### config.mk
export PLATFORM = sky130hd
export DESIGN_NAME = cts_top
export DESIGN_NICKNAME = d
export VERILOG_FILES = /design/src/hw/cts_pkg.sv /design/src/hw/cts_scan_if.sv /design/src/hw/cts_top.sv /design/src/hw/cts_scan.sv /design/src/hw/cts_buf.sv
export VERILOG_INCLUDE_DIRS = /design/src /design/src/hw
export SDC_FILE = /design/constraint.sdc
export NUM_CORES = 1
export LEC_CHECK = 0
export BUFFER_PORTS_ARGS = -buffer_cell sky130_fd_sc_hd__buf_2
export CAP_MARGIN = 20
export CORE_MARGIN = 3
export CORE_UTILIZATION = 45
export CTS_CLUSTER_DIAMETER = 100
export DETAILED_ROUTE_END_ITERATION = 6
export GPL_TIMING_DRIVEN = 1
export PLACE_DENSITY = 0.69
export SLEW_MARGIN = 20
export SYNTH_ARGS = -nofsm -noshare
export SYNTH_HDL_FRONTEND = slang
export SYNTH_SLANG_ARGS = --single-unit
export TNS_END_PERCENT = 100
### constraint.sdc
create_clock -name pclk -period 9.06 [get_ports pclk]
set_input_delay 0.906 -clock pclk [delete_from_list [all_inputs] [get_ports pclk]]
set_output_delay 0.906 -clock pclk [all_outputs]
set_load 0.1 [all_outputs]
### src/hw/cts_params.svh
// Purpose: offsets, field positions and reset values of the tx select block
// Assumes: APB, 32-bit data, one aligned word per register
// Notes:
// Overview of operation
// - scan stops at the last buffer index
// - remote answer buffer replies to matching request
// - scan transmit buffers while a frame is received
// - candidate chosen by the intermission field
// - unmatched remote request keeps the chosen candidate
// - control word write restarts candidate selection
// - new frame start restarts candidate scan
// - disable bit enters low-power disable mode
// - disabled: request external clock stop, no gating
// - disable in freeze: stop request, ack flags swap
`ifndef CTS_PARAMS_SVH
`define CTS_PARAMS_SVH

`define CTS_CFG_OFS 12'h000
`define CTS_STAT_OFS 12'h004
`define CTS_MB_REGION 4'h1
`define CTS_MODULE_DISABLE_BIT_POS 31
`define CTS_FRZ_POS 30
`define CTS_LAST_LSB 0
`define CTS_LAST_RST 4'hF
`define CTS_FRZACK_POS 0
`define CTS_LPACK_POS 1
`define CTS_WINV_POS 8
`define CTS_BUSY_POS 9
`define CTS_WIN_LSB 16
`define CTS_CODE_LSB 24
`define CTS_ID_W 11

`endif

### src/hw/cts_pkg.sv
// Purpose: types of the tx select block
// Assumes: cts_params.svh included first
// Notes: buffer codes follow the control word code field
package cts_pkg;
    typedef enum logic [3:0]
    {
        CTS_CODE_RX_EMPTY = 4'h4,
        CTS_CODE_INACTIVE = 4'h8,
        CTS_CODE_REM_ANS = 4'hA,
        CTS_CODE_TX_DATA = 4'hC
    } cts_code_e;
    typedef enum logic [1:0]
    {
        CTS_ST_IDLE = 2'h0,
        CTS_ST_SCAN = 2'h1,
        CTS_ST_DONE = 2'h3
    } cts_state_e;
    typedef logic [10:0] cts_id_t;
endpackage : cts_pkg

### src/hw/cts_scan_if.sv
// Purpose: link between register core and the candidate scanner
// Assumes: one clock domain
// Notes: scanner reads one buffer per cycle through rd_idx
`timescale 1ns/1ps
`default_nettype none
interface cts_scan_if #(parameter int IW = 4);
    logic start;
    logic [IW-1:0] last_idx;
    logic [IW-1:0] rd_idx;
    logic [3:0] rd_code;
    logic [10:0] rd_id;
    logic win_valid;
    logic [IW-1:0] win_idx;
    logic busy;
    modport scan (input start, last_idx, rd_code, rd_id,
                  output rd_idx, win_valid, win_idx, busy);
    modport core (output start, last_idx, rd_code, rd_id,
                  input rd_idx, win_valid, win_idx, busy);
endinterface : cts_scan_if
`default_nettype wire

### src/hw/cts_top.sv
// Purpose: transmit candidate selection and module disable handling
// Assumes: frame events come from the protocol engine on pclk
// Notes: buffers hold code and id only; payload lives elsewhere
//
// The address map and the APB slave port are this design's own decisions.
`timescale 1ns/1ps
`default_nettype none
`include "cts_params.svh"
module cts_top
    import cts_pkg::*;
#(
    parameter int NMB = 16,
    parameter int IW = $clog2(NMB)
)
(
    // clock and reset
    input wire logic pclk,
    input wire logic presetn,
    input wire logic clk_en,
    // apb slave
    input wire logic psel,
    input wire logic penable,
    input wire logic pwrite,
    input wire logic [11:0] paddr,
    input wire logic [31:0] pwdata,
    output logic [31:0] prdata,
    output logic pready,
    output logic pslverr,
    // frame events from protocol engine
    input wire logic rx_active,
    input wire logic intermission,
    input wire logic rx_remote,
    input wire logic [10:0] rx_id,
    // transmit request stream
    output logic tx_valid,
    input wire logic tx_ready,
    output logic [IW-1:0] tx_idx,
    output logic [10:0] tx_id,
    // clock control
    output logic clk_stop_req
);
    typedef struct packed {
        logic module_disable_bit;
        logic frz;
        logic [IW-1:0] last;
        logic freeze_ack;
        logic lp_ack;
        logic [NMB-1:0][3:0] code;
        logic [NMB-1:0][10:0] id;
        logic [31:0] prdata;
        logic rx_prev;
        logic send_pend;
        logic ans_pend;
        logic [IW-1:0] ans_idx;
    } cts_top_s;

    cts_top_s q, d;
    cts_scan_if #(.IW(IW)) sif ();

    logic wr, rd_setup, mb_hit, cfg_hit, stat_hit, cs_wr, frame_start;
    logic run, push_valid, push_ready, send_ok, match_any;
    logic [IW-1:0] mb_idx, push_idx, match_idx;
    logic [NMB-1:0] match;
    logic [31:0] rd_val;

    assign run = !q.module_disable_bit;
    assign wr = psel && penable && pwrite;
    assign rd_setup = psel && !penable && !pwrite;
    assign cfg_hit = (paddr == `CTS_CFG_OFS);
    assign stat_hit = (paddr == `CTS_STAT_OFS);
    assign mb_hit = (paddr[11:8] == `CTS_MB_REGION) && (paddr[1:0] == 2'b00)
        && ({1'b0, paddr[7:3]} < 6'(NMB));
    assign mb_idx = paddr[3 +: IW];
    assign cs_wr = wr && mb_hit && !paddr[2];
    assign frame_start = rx_active && !q.rx_prev;

    // remote answer buffers that match the incoming request
    genvar gi;
    generate
        for (gi = 0; gi < NMB; gi++)
        begin : g_match
            assign match[gi] = (q.code[gi] == CTS_CODE_REM_ANS) &&
                (q.id[gi] == rx_id) && (IW'(gi) <= q.last);
        end
    endgenerate
    assign match_any = |match;

    always_comb
    begin
        match_idx = '0;
        for (int i = NMB - 1; i >= 0; i--)
            if (match[i])
                match_idx = IW'(i);
    end

    // send: remote answer first, otherwise the scan winner if still armed
    assign send_ok = q.send_pend && run && !sif.busy;
    assign push_idx = q.ans_pend ? q.ans_idx : sif.win_idx;
    // an unmatched remote request leaves the scan winner armed
    assign push_valid = send_ok && (q.ans_pend ||
        (sif.win_valid && q.code[sif.win_idx] == CTS_CODE_TX_DATA));

    assign sif.last_idx = q.last;
    assign sif.rd_code = q.code[sif.rd_idx];
    assign sif.rd_id = q.id[sif.rd_idx];
    assign sif.start = run && (frame_start || cs_wr ||
        (push_valid && push_ready && !q.ans_pend));

    always_comb
    begin
        rd_val = 32'h0000_0000;
        if (cfg_hit)
        begin
            rd_val[`CTS_MODULE_DISABLE_BIT_POS] = q.module_disable_bit;
            rd_val[`CTS_FRZ_POS] = q.frz;
            rd_val[`CTS_LAST_LSB +: IW] = q.last;
        end
        else if (stat_hit)
        begin
            rd_val[`CTS_FRZACK_POS] = q.freeze_ack;
            rd_val[`CTS_LPACK_POS] = q.lp_ack;
            rd_val[`CTS_WINV_POS] = sif.win_valid;
            rd_val[`CTS_BUSY_POS] = sif.busy;
            rd_val[`CTS_WIN_LSB +: IW] = sif.win_idx;
        end
        else if (mb_hit && !paddr[2])
            rd_val[`CTS_CODE_LSB +: 4] = q.code[mb_idx];
        else if (mb_hit)
            rd_val[`CTS_ID_W-1:0] = q.id[mb_idx];
    end

    always_comb
    begin
        d = q;
        d.rx_prev = rx_active;
        if (rd_setup)
            d.prdata = rd_val;
        if (wr && cfg_hit)
        begin
            d.module_disable_bit = pwdata[`CTS_MODULE_DISABLE_BIT_POS];
            d.frz = pwdata[`CTS_FRZ_POS];
            d.last = pwdata[`CTS_LAST_LSB +: IW];
        end
        if (cs_wr)
            d.code[mb_idx] = pwdata[`CTS_CODE_LSB +: 4];
        if (wr && mb_hit && paddr[2])
            d.id[mb_idx] = pwdata[`CTS_ID_W-1:0];
        // disable takes precedence over freeze acknowledge
        d.lp_ack = q.module_disable_bit;
        d.freeze_ack = q.frz && !q.module_disable_bit;
        if (send_ok && (!push_valid || push_ready))
        begin
            d.send_pend = 1'b0;
            if (q.ans_pend)
                d.ans_pend = 1'b0;
            else if (push_valid)
                d.code[sif.win_idx] = CTS_CODE_INACTIVE;
        end
        // a new event in the cycle of a send wins over the clear
        if (intermission && run)
            d.send_pend = 1'b1;
        if (rx_remote && run && match_any)
        begin
            d.ans_pend = 1'b1;
            d.ans_idx = match_idx;
        end
    end

    always_ff @(posedge pclk or negedge presetn)
    begin
        if (!presetn)
        begin
            q <= '0;
            q.last <= IW'(`CTS_LAST_RST);
        end
        else if (clk_en)
            q <= d;
    end

    cts_scan #(.IW(IW)) u_scan (
        .pclk(pclk),
        .presetn(presetn),
        .en(clk_en && run),
        .sif(sif)
    );

    cts_buf #(.W(IW + 11)) u_buf (
        .pclk(pclk),
        .presetn(presetn),
        .clk_en(clk_en),
        .in_valid(push_valid),
        .in_ready(push_ready),
        .in_data({push_idx, q.id[push_idx]}),
        .out_valid(tx_valid),
        .out_ready(tx_ready),
        .out_data({tx_idx, tx_id})
    );

    assign prdata = q.prdata;
    assign pready = psel && penable;
    assign pslverr = pready && !(cfg_hit || stat_hit || mb_hit);
    assign clk_stop_req = q.module_disable_bit;
endmodule : cts_top
`default_nettype wire

### src/hw/cts_scan.sv
// Purpose: walk transmit buffers and keep the lowest-id candidate
// Assumes: start is a one-cycle pulse; en freezes everything
// Notes: the previous winner stands until a scan completes
`timescale 1ns/1ps
`default_nettype none
module cts_scan
    import cts_pkg::*;
#(
    parameter int IW = 4
)
(
    // clock and reset
    input wire logic pclk,
    input wire logic presetn,
    input wire logic en,
    // core side
    cts_scan_if.scan sif
);
    typedef struct packed {
        cts_state_e st;
        logic [IW-1:0] idx;
        logic found;
        logic [IW-1:0] best;
        cts_id_t best_id;
        logic win_valid;
        logic [IW-1:0] win_idx;
    } cts_scan_s;

    cts_scan_s q, d;

    always_comb
    begin
        d = q;
        case (q.st)
            CTS_ST_IDLE:
            begin
                if (sif.start)
                begin
                    d.st = CTS_ST_SCAN;
                    d.idx = '0;
                    d.found = 1'b0;
                end
            end
            CTS_ST_SCAN:
            begin
                if (sif.rd_code == CTS_CODE_TX_DATA &&
                    (!q.found || sif.rd_id < q.best_id))
                begin
                    d.found = 1'b1;
                    d.best = q.idx;
                    d.best_id = sif.rd_id;
                end
                if (q.idx == sif.last_idx)
                    d.st = CTS_ST_DONE;
                else
                    d.idx = q.idx + 1'b1;
                if (sif.start)
                begin
                    d.st = CTS_ST_SCAN;
                    d.idx = '0;
                    d.found = 1'b0;
                end
            end
            CTS_ST_DONE:
            begin
                d.win_valid = q.found;
                d.win_idx = q.best;
                d.st = sif.start ? CTS_ST_SCAN : CTS_ST_IDLE;
                d.idx = '0;
                d.found = 1'b0;
            end
            default:
                d.st = CTS_ST_IDLE;
        endcase
    end

    always_ff @(posedge pclk or negedge presetn)
    begin
        if (!presetn)
            q <= '0;
        else if (en)
            q <= d;
    end

    assign sif.rd_idx = q.idx;
    assign sif.win_valid = q.win_valid;
    assign sif.win_idx = q.win_idx;
    assign sif.busy = (q.st != CTS_ST_IDLE);
endmodule : cts_scan
`default_nettype wire

### src/hw/cts_buf.sv
// Purpose: two-entry buffer on the transmit request path
// Assumes: same clock on both sides
// Notes: in_ready low only when both entries hold data
`timescale 1ns/1ps
`default_nettype none
module cts_buf
    import cts_pkg::*;
#(
    parameter int W = 15
)
(
    // clock and reset
    input wire logic pclk,
    input wire logic presetn,
    input wire logic clk_en,
    // fill side
    input wire logic in_valid,
    output logic in_ready,
    input wire logic [W-1:0] in_data,
    // drain side
    output logic out_valid,
    input wire logic out_ready,
    output logic [W-1:0] out_data
);
    typedef struct packed {
        logic [1:0][W-1:0] ent;
        logic [1:0] cnt;
    } cts_buf_s;

    cts_buf_s q, d;
    logic push, pop;

    assign in_ready = (q.cnt != 2'd2);
    assign out_valid = (q.cnt != 2'd0);
    assign out_data = q.ent[0];
    assign push = in_valid && in_ready;
    assign pop = out_valid && out_ready;

    always_comb
    begin
        d = q;
        if (pop)
            d.ent[0] = q.ent[1];
        if (push)
            d.ent[q.cnt - (pop ? 2'd1 : 2'd0)] = in_data;
        d.cnt = q.cnt + {1'b0, push} - {1'b0, pop};
    end

    always_ff @(posedge pclk or negedge presetn)
    begin
        if (!presetn)
            q <= '0;
        else if (clk_en)
            q <= d;
    end
endmodule : cts_buf
`default_nettype wire

==> PnR_summary.wiki <==
{| class="wikitable"
! Metric !! Value
|-
| Result of the run || finished clean
|-
| Insertion delay of the later-clocked pin in the worst-skew pair || 0.57 ns
|-
| Overall Power || 4.33 mW
|-
| Area growth from synthesis to layout || 8.70%
|-
| Synth Cell Area || 22,900 sq um
|-
| Hold crit path type || primary input to async pin
|-
| Crit path kind || flip-flop to flip-flop
|-
| Number of buffers added for setup after CTS || 0
|-
| Crit path from || u_scan.sif.rd_idx[0]
|-
| Hold-fix buffers, CTS || 0
|-
| Startpoint types || flip-flop
|-
| Antenna-violating nets left || 0
|-
| H-tree levels || 2
|-
| Share of final-layout standard cells stronger than drive strength 1 || 0.269
|-
| Proportion of register bits with asynchronous set or reset after synthesis || 1.00
|-
| Final-report hold violation count || 0
|-
| Clock slew at the register clock pins of the worst setup and hold paths || 0.06 ns
|-
| Static leakage power || 10.1 nW
|-
| Syn Area/Cell || 10.2 sq um
|-
| Count of maximum capacitance violations || 0
|-
| Number of global-route vias before repair || 18,500
|-
| Top-area cell type share of the netlist area || 0.361
|-
| Arr. time, crit path || 5.43 ns
|-
| Dpl hpwl || 60.9 mm
|-
| Startpoint of the worst register-to-register path || u_scan.sif.rd_idx[0]
|-
| Count of buffers from port buffering || 89
|-
| Number of cells upsized or downsized after cts || 0
|-
| Critical R2R Capture || u_scan.q[5]
|-
| Slew Limit Fails || 0
|-
| Number of flops mapped to enable cells by yosys || 0
|-
| Die height || 232 um
|-
| Total die area || 53,700 sq um
|-
| Top post-synthesis cells by area || sky130_fd_sc_hd__dfrtp_1 36%, sky130_fd_sc_hd__mux4_2 13%, sky130_fd_sc_hd__mux2_2 10%
|-
| Initial core utilization || 0.456
|-
| Clock tree root buffer cell || sky130_fd_sc_hd__clkbuf_16
|-
| Endpoint class of the critical path || flip-flop
|-
| Portion of the clock cycle consumed by the worst path in the final layout || 0.552
|-
| Number of nets in the finished design || 2,263
|-
| Via count || 19,700
|-
| Max Root-Sink Buffers || 3
|-
| Count of final setup violators || 0
|-
| Overall routing resource usage || 0.317
|-
| Register bit total from synthesis || 335
|-
| Cell type with the largest total area after synthesis || sky130_fd_sc_hd__dfrtp_1
|-
| Summed area of non-filler cells in the final layout || 24,900 sq um
|-
| Number of sinks handled by clock tree synthesis || 335
|-
| Crit path time final || 5.01 ns
|-
| Post-synthesis cell count || 2,240
|-
| Number of optimization iterations in the first detailed-route pass || 7
|-
| Total length of routed wires || 86.3 mm
|-
| Share of synthesized area occupied by flip-flops and latches || 0.366
|-
| Per-cell via count in the routed design || 6.83
|-
| Core Box Area || 50,300 sq um
|-
| Post-DP Area || 23,500 sq um
|-
| Number of rows created at floorplan || 82
|-
| Clock tree from TritonCTS || done
|-
| Total clock buffers created by CTS || 40
|-
| Number of primary I/O pins || 116
|-
| Setup repair after global routing missed its margin || no
|-
| Overall die width || 232 um
|-
| Maximum resistive drop on vdd || 0.000195 V
|-
| Pin count of the biggest net entering global routing || 123
|-
| Most common flop cell mapped by yosys || sky130_fd_sc_hd__dfrtp_1
|-
| DR DRC count || 0
|-
| First-pass GRT wire length || 126 mm
|-
| Worst Max-Slew Pin Slew || 1.29 ns
|-
| Relative slew slack || 0.142
|-
| Library cells used by synthesis || 74
|-
| Layout Skew || 0.0235 ns
|-
| Cell area power density || 174 nW/um^2
|-
| Highest net fanout along the worst path || 29
|-
| Top achievable clock speed || 200 MHz
|-
| Worst reg-to-reg setup slack || 4.05 ns
|-
| CP Data Required Time || 9.49 ns
|-
| Antenna violations before repair || 5
|-
| DRT iter0 DRCs || 2,845
|-
| Drt wl/cell || 29.9 um
|-
| Final sum of negative setup slack || 0 ns
|-
| Final weighted congestion of routability-driven global placement || 1.04
|-
| Number of cell instances on the worst register-to-register path || 10
|-
| Global route overflow || 0
|-
| Synthesis Warnings || 0
|}
-- cell families after synthesis --
family          count (synthesis)  synth area share
xor+xnor                      181            0.0692
compound gates                288            0.0858
simple gates                  818             0.179
flops                         335             0.366
fa+ha+maj                      14           0.00764
other cells                     1          0.000164
mux                           358             0.242
buf+inv                       245            0.0509
-- stage by stage --
| step | hold WS, ns | instances | worst slack, ns | utilization |
|---|---|---|---|---|
| 2_1_floorplan | 0.440 | 2250 | 4.09 | - |
| 3_3_place_gp | 0.453 | 2814 | 4.12 | 0.467 |
| 3_5_place_dp | 0.455 | 2814 | 4.13 | 0.467 |
| 4_1_cts | 0.468 | 2883 | 4.09 | 0.495 |
| 5_1_grt | 0.507 | 2886 | 3.86 | 0.496 |
| 6_report | 0.458 | 2887 | 4.05 | 0.496 |
-- worst max-delay path by stage --
stage	end
after global routing	u_scan.q[8]
after global placement	u_scan.q[9]
after detailed placement	u_scan.q[5]
final	u_scan.q[5]
after CTS	u_scan.q[5]
after floorplan	pslverr
-- final cells by class --
type | instances | area (sq um)
flip-flops and latches | 335 | 8390
clock inverters | 17 | 230
well taps | 672 | 841
inverters | 22 | 82.6
repair buffers | 115 | 653
fillers | 4508 | 25400
diodes | 4 | 10.0
multi-input cells | 1670 | 13500
clock buffers | 52 | 1160
-- where the power goes --
| group | switching (mW) | leakage (nW) | total, mW | internal [mW] |
|---|---|---|---|---|
| Clock | 0.684 | 0.684 | 1.73 | 1.04 |
| Sequential | 0.0878 | 4.59 | 1.64 | 1.55 |
| Combinational | 0.708 | 4.78 | 0.969 | 0.260 |
| Total | 1.48 | 10.1 | 4.33 | 2.85 |
-- cells in the final DEF (no fill, tap or decap), types with 12 or more instances in the layout --
cell	count
sky130_fd_sc_hd__mux4_2	132
sky130_fd_sc_hd__o221a_2	14
sky130_fd_sc_hd__a31oi_1	14
sky130_fd_sc_hd__nor4bb_1	17
sky130_fd_sc_hd__xnor2_1	145
sky130_fd_sc_hd__nand2_1	347
sky130_fd_sc_hd__nand3b_1	21
sky130_fd_sc_hd__nand2b_1	13
sky130_fd_sc_hd__dfrtp_1	329
sky130_fd_sc_hd__nor2b_1	12
sky130_fd_sc_hd__a311o_1	15
sky130_fd_sc_hd__clkbuf_16	41
sky130_fd_sc_hd__o211ai_1	19
sky130_fd_sc_hd__nor4_1	51
sky130_fd_sc_hd__buf_4	27
sky130_fd_sc_hd__nor2_2	14
sky130_fd_sc_hd__nor3_1	21
sky130_fd_sc_hd__nand3_1	97
sky130_fd_sc_hd__and3_1	26
sky130_fd_sc_hd__a311oi_1	22
sky130_fd_sc_hd__nand4_1	66
sky130_fd_sc_hd__ha_1	14
sky130_fd_sc_hd__nor2_1	65
sky130_fd_sc_hd__a21oi_1	61
sky130_fd_sc_hd__xor2_1	36
sky130_fd_sc_hd__mux2_2	208
sky130_fd_sc_hd__buf_2	87
sky130_fd_sc_hd__o21ai_0	85
sky130_fd_sc_hd__inv_1	22
-- critical path, stage by stage (launching register included) --
cell	delay, ns
sky130_fd_sc_hd__dfrtp_4	0.79
sky130_fd_sc_hd__buf_4	0.60
sky130_fd_sc_hd__mux4_2	0.62
sky130_fd_sc_hd__mux4_2	0.57
sky130_fd_sc_hd__ha_1	0.35
sky130_fd_sc_hd__a21oi_1	0.15
sky130_fd_sc_hd__nor2_1	0.07
sky130_fd_sc_hd__a211oi_1	0.27
sky130_fd_sc_hd__nor3_1	0.12
sky130_fd_sc_hd__nor4b_4	0.87
sky130_fd_sc_hd__mux2_2	0.42
-- cell usage after synthesis, drive strengths merged (8+ instances only) --
| master | n |
|---|---|
| mux2i | 9 |
| and3 | 26 |
| a22o | 8 |
| xor2 | 36 |
| nor2 | 80 |
| a311oi | 22 |
| inv | 22 |
| nor3 | 23 |
| a21oi | 63 |
| xnor2 | 145 |
| nand4 | 66 |
| clkbuf | 107 |
| nor2b | 12 |
| nand2b | 13 |
| nand3 | 97 |
| o211ai | 19 |
| nand3b | 21 |
| a31oi | 14 |
| and2 | 11 |
| ha | 14 |
| mux4 | 132 |
| mux2 | 217 |
| nor4 | 54 |
| o21ai | 86 |
| buf | 116 |
| or2 | 11 |
| o221a | 14 |
| nor4b | 9 |
| nor4bb | 20 |
| nand2 | 347 |
| a311o | 15 |
| dfrtp | 331 |
-- state kept, by name (all words and copies together) (netlist names) --
name                  cells
u_scan.sif.rd_idx         4
prdata                   21
u_scan.sif.win_idx        4
clk_stop_req              1
sif.last_idx              4
u_scan.q                 18
q                       250
u_buf.out_data           15
u_buf.q                  17
u_scan.sif.win_valid      1
-- per-layer routing --
metal  track usage  share of wire  vias up
met5             0        0.00015        -
met4         0.183          0.071        2
met3        0.0655           0.10      326
met2         0.489           0.45     1441
met1         0.414           0.37     9851
li1              -              -     8105
(Power assumes the default switching activity.)
